===== src/target_status_regs.svh =====
`ifndef TARGET_STATUS_REGS_SVH
`define TARGET_STATUS_REGS_SVH
// register byte offsets
`define OFS_CMD 8'h00
`define OFS_LBA 8'h04
`define OFS_LIMHI 8'h08
`define OFS_CTRL 8'h0C
`define OFS_STAT 8'h10
`define OFS_SENSE 8'h14
`define OFS_XS0 8'h18
`define OFS_XS1 8'h1C
// command word fields
`define CMD_INIT_LSB 24
`define CMD_CTL_LSB 16
`define CMD_B1_LSB 8
`define CMD_UNIT_LSB 13
`define CTL_LINK 0
`define CTL_IRQ 1
`define B1_WR_INH 0
`define B1_RD_INH 1
`define CTRL_GO 0
// status byte 0 bits
`define ST_CHECK 1
`define ST_EQUAL 2
`define ST_BUSY 3
`define ST_INTER 4
`define ST_EXT 7
// opcodes and groups
`define GRP_0 3'h0
`define GRP_1 3'h1
`define GRP_5 3'h5
`define GRP_CTL 3'h6
`define GRP_DIAG 3'h7
`define OP_SENSE 5'h03
`define OP_READ 5'h08
`define OP_WRITE 5'h0A
`define OP_LIMITS 5'h09
`define OP_RESERVE 5'h16
`define OP_RELEASE 5'h17
// sense keys
`define KEY_NONE 4'h0
`define KEY_RECOVER 4'h1
`define KEY_NOT_READY 4'h2
`define KEY_MEDIA 4'h3
`define KEY_HARDWARE 4'h4
`define KEY_ILLEGAL 4'h5
`define KEY_MEDIA_CHG 4'h6
`define KEY_PROTECT 4'h7
`define KEY_POWER 4'hA
`define KEY_ABORT 4'hB
// error classes and codes
`define CLS_DRIVE 3'h0
`define CLS_TARGET 3'h1
`define CLS_SYSTEM 3'h2
`define CLS_EXT 3'h7
`define EXT_CODE 4'h0
`define DRV_NONE 4'h0
`define DRV_NOT_READY 4'h4
`define DRV_NO_MEDIA 4'h9
`define TGT_DMA 4'h6
`define TGT_PROTECT 4'h7
`define TGT_CORRECTED 4'h8
`define TGT_INCOMPLETE 4'hB
`define SYS_INVALID 4'h0
`define SYS_BAD_ADDR 4'h1
`define ADD_SENSE_LEN 8'h00
// axi responses
`define RESP_OKAY 2'h0
`define RESP_DECERR 2'h3
`endif


===== src/target_status_pkg.sv =====
package target_status_pkg;
    typedef enum logic [1:0] {st_idle, st_exec} phase_t;
endpackage : target_status_pkg


===== src/target_status_sense.sv =====
// The implementer's own choices: the register offsets and the AXI4-Lite interface to the registers.
`timescale 1ns/1ps
`include "target_status_regs.svh"
module target_status_sense
    import target_status_pkg::*;
#(
    parameter int NUM_INIT = 8
) (
    // clock and reset
    input wire logic aclk,
    input wire logic aresetn,
    // axi4-lite slave
    input wire logic [7:0] s_axi_awaddr,
    input wire logic s_axi_awvalid,
    output logic s_axi_awready,
    input wire logic [31:0] s_axi_wdata,
    input wire logic [3:0] s_axi_wstrb,
    input wire logic s_axi_wvalid,
    output logic s_axi_wready,
    output logic [1:0] s_axi_bresp,
    output logic s_axi_bvalid,
    input wire logic s_axi_bready,
    input wire logic [7:0] s_axi_araddr,
    input wire logic s_axi_arvalid,
    output logic s_axi_arready,
    output logic [31:0] s_axi_rdata,
    output logic [1:0] s_axi_rresp,
    output logic s_axi_rvalid,
    input wire logic s_axi_rready,
    // execution engine
    output logic exec_start,
    output logic [7:0] exec_opcode,
    output logic [31:0] exec_lba,
    output logic [2:0] exec_unit,
    output logic vendor_cmd,
    input wire logic exec_done,
    input wire logic exec_fault,
    input wire logic [2:0] fault_class,
    input wire logic [3:0] fault_code,
    input wire logic fault_addr_valid,
    input wire logic search_met,
    input wire logic unit_busy,
    // unit events
    input wire logic media_change,
    input wire logic power_fail,
    // status
    output logic status_ready
);

// ----------------------------------------------------------------
// helpers
// ----------------------------------------------------------------
function automatic logic [31:0] merge(input logic [31:0] old,
        input logic [31:0] d, input logic [3:0] s);
    logic [31:0] r;
    r = old;
    for (int i = 0; i < 4; i++) begin
        if (s[i]) begin
            r[i*8 +: 8] = d[i*8 +: 8];
        end
    end
    return r;
endfunction : merge

function automatic logic in_limits(input logic [31:0] a,
        input logic [31:0] lo, input logic [31:0] hi);
    return (a >= lo) && (a <= hi);
endfunction : in_limits

// device-independent key from class and code
function automatic logic [3:0] key_of(input logic [2:0] c,
        input logic [3:0] e);
    logic [3:0] k;
    k = `KEY_HARDWARE;
    case (c)
        `CLS_DRIVE: begin
            if (e == `DRV_NONE) begin
                k = `KEY_NONE;
            end else if (e == `DRV_NOT_READY || e == `DRV_NO_MEDIA) begin
                k = `KEY_NOT_READY;
            end
        end
        `CLS_TARGET: begin
            case (e)
                `TGT_PROTECT: k = `KEY_PROTECT;
                `TGT_CORRECTED: k = `KEY_RECOVER;
                `TGT_DMA: k = `KEY_HARDWARE;
                `TGT_INCOMPLETE: k = `KEY_ABORT;
                default: k = `KEY_MEDIA;
            endcase
        end
        `CLS_SYSTEM: k = `KEY_ILLEGAL;
        default: k = `KEY_HARDWARE;
    endcase
    return k;
endfunction : key_of

// ----------------------------------------------------------------
// state
// ----------------------------------------------------------------
phase_t phase_r;
logic [31:0] cmd_r, lba_r, limhi_r, lim_lo_r, lim_hi_r;
logic [1:0] inh_r;
logic lim_act_r, chain_r, st_v_r, res_act_r;
logic [2:0] res_own_r;
logic [7:0] st_b0_r;
logic sv_r, s_av_r;
logic [2:0] s_cls_r, s_own_r, s_unit_r;
logic [3:0] s_code_r, s_key_r, attn_key_r;
logic [31:0] s_lba_r;
logic [NUM_INIT-1:0] attn_r;
logic aw_have_r, w_have_r;
logic [7:0] awaddr_r;
logic [31:0] wdata_r;
logic [3:0] wstrb_r;

wire [2:0] grp = cmd_r[7:5];
wire [4:0] code = cmd_r[4:0];
wire [7:0] ctl = cmd_r[`CMD_CTL_LSB +: 8];
wire [2:0] init = cmd_r[`CMD_INIT_LSB +: 3];
wire [2:0] unit = cmd_r[`CMD_UNIT_LSB +: 3];
wire grp_rw = grp == `GRP_0 || grp == `GRP_1;
wire is_wr = grp_rw && code == `OP_WRITE;
wire is_rw = is_wr || (grp_rw && code == `OP_READ);
wire is_sense = grp == `GRP_0 && code == `OP_SENSE;
wire is_limits = grp == `GRP_5 && code == `OP_LIMITS;
wire is_res = grp == `GRP_0 && code == `OP_RESERVE;
wire is_rel = grp == `GRP_0 && code == `OP_RELEASE;
wire in_lim = in_limits(lba_r, lim_lo_r, lim_hi_r);
wire inh = is_wr ? inh_r[`B1_WR_INH] : inh_r[`B1_RD_INH];

// ----------------------------------------------------------------
// axi4-lite write channel
// ----------------------------------------------------------------
wire wr_en = aw_have_r && w_have_r && !s_axi_bvalid;
wire wr_map = awaddr_r == `OFS_CMD || awaddr_r == `OFS_LBA ||
    awaddr_r == `OFS_LIMHI || awaddr_r == `OFS_CTRL;
wire go = wr_en && awaddr_r == `OFS_CTRL && wstrb_r[0] &&
    wdata_r[`CTRL_GO] && phase_r == st_idle;
assign s_axi_awready = !aw_have_r;
assign s_axi_wready = !w_have_r;

always_ff @(posedge aclk) begin
    if (!aresetn) begin
        aw_have_r <= 1'b0;
        w_have_r <= 1'b0;
        awaddr_r <= 8'h00;
        wdata_r <= 32'h0000_0000;
        wstrb_r <= 4'h0;
        s_axi_bvalid <= 1'b0;
        s_axi_bresp <= `RESP_OKAY;
    end else begin
        if (s_axi_awvalid && !aw_have_r) begin
            aw_have_r <= 1'b1;
            awaddr_r <= s_axi_awaddr;
        end
        if (s_axi_wvalid && !w_have_r) begin
            w_have_r <= 1'b1;
            wdata_r <= s_axi_wdata;
            wstrb_r <= s_axi_wstrb;
        end
        if (wr_en) begin
            aw_have_r <= 1'b0;
            w_have_r <= 1'b0;
            s_axi_bvalid <= 1'b1;
            s_axi_bresp <= wr_map ? `RESP_OKAY : `RESP_DECERR;
        end
        if (s_axi_bvalid && s_axi_bready) begin
            s_axi_bvalid <= 1'b0;
        end
    end
end

// command words are frozen while a command runs
always_ff @(posedge aclk) begin
    if (!aresetn) begin
        cmd_r <= 32'h0000_0000;
        lba_r <= 32'h0000_0000;
        limhi_r <= 32'h0000_0000;
    end else if (wr_en && phase_r == st_idle) begin
        if (awaddr_r == `OFS_CMD) begin
            cmd_r <= merge(cmd_r, wdata_r, wstrb_r);
        end
        if (awaddr_r == `OFS_LBA) begin
            lba_r <= merge(lba_r, wdata_r, wstrb_r);
        end
        if (awaddr_r == `OFS_LIMHI) begin
            limhi_r <= merge(limhi_r, wdata_r, wstrb_r);
        end
    end
end

// ----------------------------------------------------------------
// command decision
// ----------------------------------------------------------------
logic fin, f_chk, f_eq, f_busy, sset, s_av, start, lim_ld;
logic attn_take, clr_sense;
logic [2:0] s_cls;
logic [3:0] s_code, s_key;

always_comb begin
    fin = 1'b0;
    f_chk = 1'b0;
    f_eq = 1'b0;
    f_busy = 1'b0;
    sset = 1'b0;
    s_av = 1'b0;
    start = 1'b0;
    lim_ld = 1'b0;
    attn_take = 1'b0;
    clr_sense = 1'b0;
    s_cls = `CLS_SYSTEM;
    s_code = `SYS_INVALID;
    case (phase_r)
        st_idle: begin
            if (go && (unit_busy ||
                    (res_act_r && res_own_r != init))) begin
                fin = 1'b1;
                f_busy = 1'b1;
            end else if (go) begin
                clr_sense = !is_sense;
                if (attn_r[init] && !is_sense) begin
                    fin = 1'b1;
                    sset = 1'b1;
                    attn_take = 1'b1;
                    s_cls = `CLS_DRIVE;
                    s_code = `DRV_NONE;
                end else if (is_limits && lim_act_r) begin
                    fin = 1'b1;
                    sset = 1'b1;
                end else if (is_limits) begin
                    fin = 1'b1;
                    lim_ld = 1'b1;
                end else if (is_rw && lim_act_r && !in_lim) begin
                    fin = 1'b1;
                    sset = 1'b1;
                    s_av = 1'b1;
                    s_code = `SYS_BAD_ADDR;
                end else if (is_rw && lim_act_r && inh) begin
                    fin = 1'b1;
                    sset = 1'b1;
                    s_av = 1'b1;
                    if (is_wr) begin
                        s_cls = `CLS_TARGET;
                        s_code = `TGT_PROTECT;
                    end
                end else begin
                    start = 1'b1;
                end
            end
        end
        st_exec: begin
            if (exec_fault) begin
                fin = 1'b1;
                sset = 1'b1;
                s_cls = fault_class;
                s_code = fault_code;
                s_av = fault_addr_valid;
            end else if (exec_done) begin
                fin = 1'b1;
                f_eq = search_met;
                clr_sense = is_sense;
            end
        end
        default: begin
        end
    endcase
    f_chk = sset;
    s_key = attn_take ? attn_key_r : key_of(s_cls, s_code);
end

// linked and error-free means the chain goes on
wire inter = ctl[`CTL_LINK] && !f_chk && !f_busy;
wire store = !inter || ctl[`CTL_IRQ];
logic [7:0] b0;
always_comb begin
    b0 = 8'h00;
    b0[`ST_CHECK] = f_chk;
    b0[`ST_EQUAL] = f_eq;
    b0[`ST_BUSY] = f_busy;
    b0[`ST_INTER] = inter && ctl[`CTL_IRQ];
end

// ----------------------------------------------------------------
// sequencing, status and chain state
// ----------------------------------------------------------------
wire rd_stat = s_axi_arvalid && !s_axi_rvalid && s_axi_araddr == `OFS_STAT;
assign status_ready = st_v_r;

always_ff @(posedge aclk) begin
    if (!aresetn) begin
        phase_r <= st_idle;
        exec_start <= 1'b0;
        exec_opcode <= 8'h00;
        exec_lba <= 32'h0000_0000;
        exec_unit <= 3'h0;
        vendor_cmd <= 1'b0;
    end else begin
        exec_start <= start;
        if (start) begin
            phase_r <= st_exec;
            exec_opcode <= cmd_r[7:0];
            exec_lba <= lba_r;
            exec_unit <= unit;
            vendor_cmd <= grp == `GRP_CTL || grp == `GRP_DIAG;
        end else if (fin) begin
            phase_r <= st_idle;
        end
    end
end

always_ff @(posedge aclk) begin
    if (!aresetn) begin
        st_v_r <= 1'b0;
        st_b0_r <= 8'h00;
        chain_r <= 1'b0;
    end else begin
        if (rd_stat) begin
            st_v_r <= 1'b0;
        end
        if (fin && store) begin
            st_v_r <= 1'b1;
            st_b0_r <= b0;
        end
        if (fin) begin
            chain_r <= inter;
        end
    end
end

// limits live only for the rest of their own chain
always_ff @(posedge aclk) begin
    if (!aresetn) begin
        lim_act_r <= 1'b0;
        lim_lo_r <= 32'h0000_0000;
        lim_hi_r <= 32'h0000_0000;
        inh_r <= 2'h0;
    end else begin
        if (lim_ld) begin
            lim_lo_r <= lba_r;
            lim_hi_r <= limhi_r;
            inh_r <= cmd_r[`CMD_B1_LSB +: 2];
        end
        if (fin) begin
            lim_act_r <= inter && (lim_act_r || lim_ld);
        end
    end
end

always_ff @(posedge aclk) begin
    if (!aresetn) begin
        res_act_r <= 1'b0;
        res_own_r <= 3'h0;
    end else if (phase_r == st_exec && exec_done && !exec_fault) begin
        if (is_res) begin
            res_act_r <= 1'b1;
            res_own_r <= init;
        end else if (is_rel && res_own_r == init) begin
            res_act_r <= 1'b0;
        end
    end
end

// ----------------------------------------------------------------
// sense data and unit attention
// ----------------------------------------------------------------
always_ff @(posedge aclk) begin
    if (!aresetn) begin
        sv_r <= 1'b0;
        s_av_r <= 1'b0;
        s_cls_r <= `CLS_DRIVE;
        s_code_r <= `DRV_NONE;
        s_key_r <= `KEY_NONE;
        s_lba_r <= 32'h0000_0000;
        s_own_r <= 3'h0;
        s_unit_r <= 3'h0;
    end else begin
        if (clr_sense && s_own_r == init && s_unit_r == unit) begin
            sv_r <= 1'b0;
        end
        if (sset) begin
            sv_r <= 1'b1;
            s_av_r <= s_av;
            s_cls_r <= s_cls;
            s_code_r <= s_code;
            s_key_r <= s_key;
            s_lba_r <= lba_r;
            s_own_r <= init;
            s_unit_r <= unit;
        end
    end
end

// an event in the take cycle re-arms every initiator
always_ff @(posedge aclk) begin
    if (!aresetn) begin
        attn_r <= '0;
        attn_key_r <= `KEY_NONE;
    end else begin
        if (attn_take) begin
            attn_r[init] <= 1'b0;
        end
        if (power_fail) begin
            attn_r <= '1;
            attn_key_r <= `KEY_POWER;
        end else if (media_change) begin
            attn_r <= '1;
            attn_key_r <= `KEY_MEDIA_CHG;
        end
    end
end

// ----------------------------------------------------------------
// axi4-lite read channel
// ----------------------------------------------------------------
wire [31:0] sl = sv_r ? s_lba_r : 32'h0000_0000;
wire [7:0] nb0 = sv_r ? {s_av_r, s_cls_r, s_code_r} : 8'h00;
logic [31:0] rd_word;
logic rd_ok;
always_comb begin
    rd_ok = 1'b1;
    case (s_axi_araddr)
        `OFS_CMD: rd_word = cmd_r;
        `OFS_LBA: rd_word = lba_r;
        `OFS_LIMHI: rd_word = limhi_r;
        `OFS_CTRL: rd_word = {31'h0000_0000, phase_r != st_idle};
        `OFS_STAT: rd_word = {5'h00, s_own_r, 3'h0, sv_r, lim_act_r,
            chain_r, res_act_r, st_v_r, 8'h00, st_b0_r};
        `OFS_SENSE: rd_word = {sl[7:0], sl[15:8], 3'h0, sl[20:16],
            nb0};
        `OFS_XS0: rd_word = {sl[31:24], 4'h0, sv_r ? s_key_r : `KEY_NONE,
            8'h00, sv_r && s_av_r, `CLS_EXT, `EXT_CODE};
        `OFS_XS1: rd_word = {`ADD_SENSE_LEN, sl[7:0], sl[15:8],
            sl[23:16]};
        default: begin
            rd_word = 32'h0000_0000;
            rd_ok = 1'b0;
        end
    endcase
end

assign s_axi_arready = !s_axi_rvalid;
always_ff @(posedge aclk) begin
    if (!aresetn) begin
        s_axi_rvalid <= 1'b0;
        s_axi_rdata <= 32'h0000_0000;
        s_axi_rresp <= `RESP_OKAY;
    end else if (s_axi_arvalid && !s_axi_rvalid) begin
        s_axi_rvalid <= 1'b1;
        s_axi_rdata <= rd_word;
        s_axi_rresp <= rd_ok ? `RESP_OKAY : `RESP_DECERR;
    end else if (s_axi_rready) begin
        s_axi_rvalid <= 1'b0;
    end
end
endmodule : target_status_sense


===== config.mk =====
export PLATFORM = sky130hd
export DESIGN_NAME = target_status_sense
export DESIGN_NICKNAME = d
export VERILOG_FILES = /design/src/target_status_pkg.sv /design/src/target_status_sense.sv
export VERILOG_INCLUDE_DIRS = /design/src
export SDC_FILE = /design/constraint.sdc
export NUM_CORES = 1
export LEC_CHECK = 0
export BUFFER_PORTS_ARGS = -buffer_cell sky130_fd_sc_hd__buf_4
export CAP_MARGIN = 30
export CORE_MARGIN = 2
export CORE_UTILIZATION = 51
export CTS_CLUSTER_DIAMETER = 60
export CTS_CLUSTER_SIZE = 25
export DETAILED_ROUTE_END_ITERATION = 6
export PLACE_DENSITY_LB_ADDON = 0.08
export SYNTH_ARGS = -nofsm -noshare
export SYNTH_HDL_FRONTEND = slang
export SYNTH_SLANG_ARGS = --single-unit

===== constraint.sdc =====
create_clock -name aclk -period 8.6 [get_ports aclk]
set_clock_uncertainty 0.2 [all_clocks]
set_input_delay 1.29 -clock aclk [delete_from_list [all_inputs] [get_ports aclk]]
set_output_delay 1.29 -clock aclk [all_outputs]
set_load 0.01 [all_outputs]

==> flow_results.org <==
** Cells and area
- Post-layout utilization of the core :: 59.7%
- Share of cells above drive strength 1 :: 12.4%
- Once layout is complete, the cells apart from fillers number 2516.
- 0 antenna diodes ended up in the layout.
- In the final design database the tool counted 2227 nets.
- Compared with the post-synthesis result, the final layout area differs by 15.7%.
- Filler Cells Inserted :: 2867

** Global routing
- Global routing finished with a remaining overflow of 0.
- Grt met3 use :: 2.85%
- Met2 Track Usage GR :: 45.3%
- Number of global-route vias before repair :: 13500
- Met1 Track Usage GR :: 43.0%
- The number of antenna violations at the first check in global routing came to 0.
- First-pass GRT wire length :: 77400 um
- Entering global routing, the biggest net connects 153 pins.
- Most crowded layer after global routing :: met2
- Global-route usage over all layers :: 29.4%

** Synth
- After synthesis, the cell types taking the most area are sky130_fd_sc_hd__dfxtp_1, sky130_fd_sc_hd__nand2_1, sky130_fd_sc_hd__mux2i_1, sky130_fd_sc_hd__a21oi_1, sky130_fd_sc_hd__nor2_1.
- Number of warnings printed during yosys synthesis :: 0
- Synth area leader :: sky130_fd_sc_hd__dfxtp_1
- sky130_fd_sc_hd__nand2_1 is the most common cell in the netlist.
- Cells after synthesis :: 1992
- Count of flip-flops with a built-in enable after synthesis :: 0
- After synthesis, the netlist uses 69 different library cells.
- Portion of synthesized cell area occupied by the leading cell type :: 44.9%
- Most common library cells after synthesis :: sky130_fd_sc_hd__nand2_1, sky130_fd_sc_hd__dfxtp_1, sky130_fd_sc_hd__a21oi_1
- Asr flop ratio synth :: 0%
- Post-synthesis net count :: 2129
- Dividing the synthesized area by the synthesized cell count gives 8.13 sq um.
- Sequential area share after synthesis :: 44.9%
- Main synth FF type :: sky130_fd_sc_hd__dfxtp_1
- Counting flops and latches in the post-synthesis netlist gives 363.
- Summed instance area of the synthesized netlist :: 16200 sq um

** Power
- For this design the ratio of total power to cell area is 181 nW/um^2.
- Leakage dissipation :: 0.00694 uW
- IR analysis of the VDD net gives a maximum drop of 0.164 mV.

** Critical path
- At the worst endpoint, the required time is 8900 ps.
- Of all nets on the critical path, the largest fanout is 44.
- The startpoint identified for the worst register-to-register timing path is lba_r[0]$_SDFFE_PN0P_.
- Launch point of the critical path :: lba_r[0]$_SDFFE_PN0P_
- R2R depth :: 12
- Worst setup path class :: reg -> reg
- The worst setup path is captured at a flop.
- STA classifies the critical path startpoint as a flop.
- Arr. time, crit path :: 4750 ps

** Placement
- Port buffering added 159 buffers.
- Placed wire-length estimate after detailed placement :: 34300 um
- Number of cells in the design after placement :: 2457
- At the end of routability-driven placement, the weighted congestion stood at 0.926.

** Clock tree
- The longest clock path from root to sink contains 3 buffers.
- At the later pin of the worst-skew pair, clock insertion delay measures 580 ps.
- CTS tree :: done
- In this run the clock root is driven by a sky130_fd_sc_hd__clkbuf_16.
- The clock net in this run drives a total of 363 sinks.
- Cells resized by post-CTS repair :: 0
- Post-CTS timing repair inserted 0 buffers for setup.
- The number of hold buffers added after CTS was 0.
- Number of buffers created by CTS :: 31
- CTS built an H-tree with a depth of 1.
- After clock tree synthesis, the clock-pin slew on the worst setup and hold paths is 80 ps.

** Status
- The run finished with clean final reports.

** Floorplanning
- Rows :: 65
- The die is 182 um wide.
- The floorplan step defined a die boundary enclosing 33200 sq um.
- Standard cell core area :: 31400 sq um
- During I/O placement, the number of pins put on the boundary was 160.
- Once the floorplan was initialized, standard cells occupied 51.6% of the core.
- The die is 182 um tall.

** Hold path
- The startpoint identified for the worst hold timing path is lim_lo_r[8]$_SDFFE_PN0P_.
- Class of the tightest hold or removal check :: reg -> reg
- Worst Hold Depth :: 2

** Timing
- Slew of the pin with the lowest slew margin :: 1050 ps
- The total count of hold-check failures in the final report came to 0.
- Timing would allow up to 0.225 GHz.
- Number of slew-limit violations in the final report :: 0
- In the final timing run, aggregate negative setup slack is 0 ps.
- Fin crit period :: 4450 ps
- Setup repair after global routing left no endpoint under its margin.
- Headroom to the max-slew limit came out at 29.9%.
- Setup violations remaining at the end of the flow were counted as 0.
- Dividing the final minimum period by the clock period gives 51.7%.

** Drt
- First-pass detailed-route iteration total :: 6
- Detail-routed via count per cell :: 5.76
- For this block, the routed nets add up to 49400 um of wire.
- After the first detailed-routing iteration, the DRC count stood at 1392.
- The count of nets left with antenna violations once routing finished came out at 0.
- Total number of vias :: 14500
- After detailed routing, the number of remaining DRC violations is 0.
- In the final routed layout, each cell accounts on average for 19.6 um.

** Run
- Total of max-cap violations :: 0
[layer usage]
| metal | vias to the layer above | share of wire, % |
|---|---|---|
| li1 | 6972 | - |
| met1 | 6893 | 47 |
| met2 | 534 | 44 |
| met3 | 82 | 6.2 |
| met4 | 0 | 3.3 |
| met5 | - | 0 |
[worst max-delay path: stages, from the launching register on]
cell                        delay [ps]
sky130_fd_sc_hd__dfxtp_1           430
sky130_fd_sc_hd__inv_1             120
sky130_fd_sc_hd__ha_1              290
sky130_fd_sc_hd__nand2b_1          150
sky130_fd_sc_hd__a2111oi_2         410
sky130_fd_sc_hd__o32ai_1           140
sky130_fd_sc_hd__or4_4             460
sky130_fd_sc_hd__a2111oi_4         580
sky130_fd_sc_hd__a2111oi_4         150
sky130_fd_sc_hd__o21ai_4           310
sky130_fd_sc_hd__nand2b_2          780
sky130_fd_sc_hd__nand2_1           130
sky130_fd_sc_hd__a21oi_1           170
[cell type report]
| cell class | count | area, sq um | share of cell area [%] |
|---|---|---|---|
| clock inverters | 26 | 345 | 1.84 |
| multi-input cells | 1435 | 8180 | 43.6 |
| inverters | 77 | 297 | 1.58 |
| repair buffers | 182 | 1380 | 7.38 |
| well taps | 402 | 503 | 2.68 |
| clock buffers | 31 | 776 | 4.14 |
| flip-flops and latches | 363 | 7270 | 38.8 |
[cell families after synthesis]
family	share of synthesized area (%)
and+or+nand+nor	19.6
AOI/OAI and AO/OA	15.6
DFF	44.9
buffers and inverters	4.90
muxes	9.57
adders and majority gates	4.94
xor gates and xnor gates	0.541
[report_power, final]
part           switching, uW  internal [uW]  total, uW
Sequential              20.9           1700       1720
Combinational            103           60.8        164
Clock                    782            730       1510
Total                    906           2490       3400
[per-stage QoR]
stage          total power, uW  hold WS (ps)  setup slack [ps]  instance area (sq um)
4_1_cts                   3410           255              4150                  18700
2_1_floorplan             1850           227              5040                  16200
6_report                  3400           254              4150                  18700
3_5_place_dp              1920           244              4220                  17600
5_1_grt                   3500           272              3880                  18700
3_3_place_gp              1920           238              4030                  17600
[final timing paths]
check,end,slack (ps)
max,exec_lba[19]$_SDFFE_PN0P_,4150
min,lim_lo_r[8]$_SDFFE_PN0P_,250
max reg2reg,exec_lba[19]$_SDFFE_PN0P_,4150
min reg2reg,lim_lo_r[8]$_SDFFE_PN0P_,250
[cell usage in the layout (no fill, tap or decap), types with 3 or more instances in the layout]
master / count
sky130_fd_sc_hd__clkinv_8: 9
sky130_fd_sc_hd__inv_1: 76
sky130_fd_sc_hd__nand2b_1: 7
sky130_fd_sc_hd__and2_1: 4
sky130_fd_sc_hd__mux2i_1: 147
sky130_fd_sc_hd__a21oi_1: 277
sky130_fd_sc_hd__and4_1: 4
sky130_fd_sc_hd__inv_12: 3
sky130_fd_sc_hd__nor2_1: 213
sky130_fd_sc_hd__a32oi_1: 4
sky130_fd_sc_hd__a211oi_1: 8
sky130_fd_sc_hd__o2111ai_1: 3
sky130_fd_sc_hd__buf_4: 180
sky130_fd_sc_hd__a22oi_1: 19
sky130_fd_sc_hd__o211ai_1: 4
sky130_fd_sc_hd__nor2b_1: 9
sky130_fd_sc_hd__o22ai_1: 10
sky130_fd_sc_hd__a221oi_1: 8
sky130_fd_sc_hd__o21ai_0: 64
sky130_fd_sc_hd__nand3b_1: 3
sky130_fd_sc_hd__nand2_1: 444
sky130_fd_sc_hd__o31ai_1: 3
sky130_fd_sc_hd__xnor2_1: 6
sky130_fd_sc_hd__clkbuf_16: 31
sky130_fd_sc_hd__nand4_1: 15
sky130_fd_sc_hd__and3_1: 3
sky130_fd_sc_hd__nor3_1: 26
sky130_fd_sc_hd__mux2_2: 4
sky130_fd_sc_hd__dfxtp_1: 363
sky130_fd_sc_hd__a222oi_1: 8
sky130_fd_sc_hd__a21o_1: 4
sky130_fd_sc_hd__xor2_1: 4
sky130_fd_sc_hd__nand3_1: 14
sky130_fd_sc_hd__or3_1: 9
sky130_fd_sc_hd__inv_6: 5
sky130_fd_sc_hd__ha_1: 64
sky130_fd_sc_hd__o221ai_1: 3
sky130_fd_sc_hd__inv_8: 5
[sequential cells by signal, indices dropped and copies added (netlist names), 8 cells and up]
register,flops
wdata_r,32
awaddr_r,8
limhi_r,32
lba_r,32
s_lba_r,32
lim_lo_r,32
s_axi_rdata,32
lim_hi_r,32
attn_r,8
cmd_r,32
exec_lba,32
exec_opcode,8
Power figures use the tool's default switching activity.
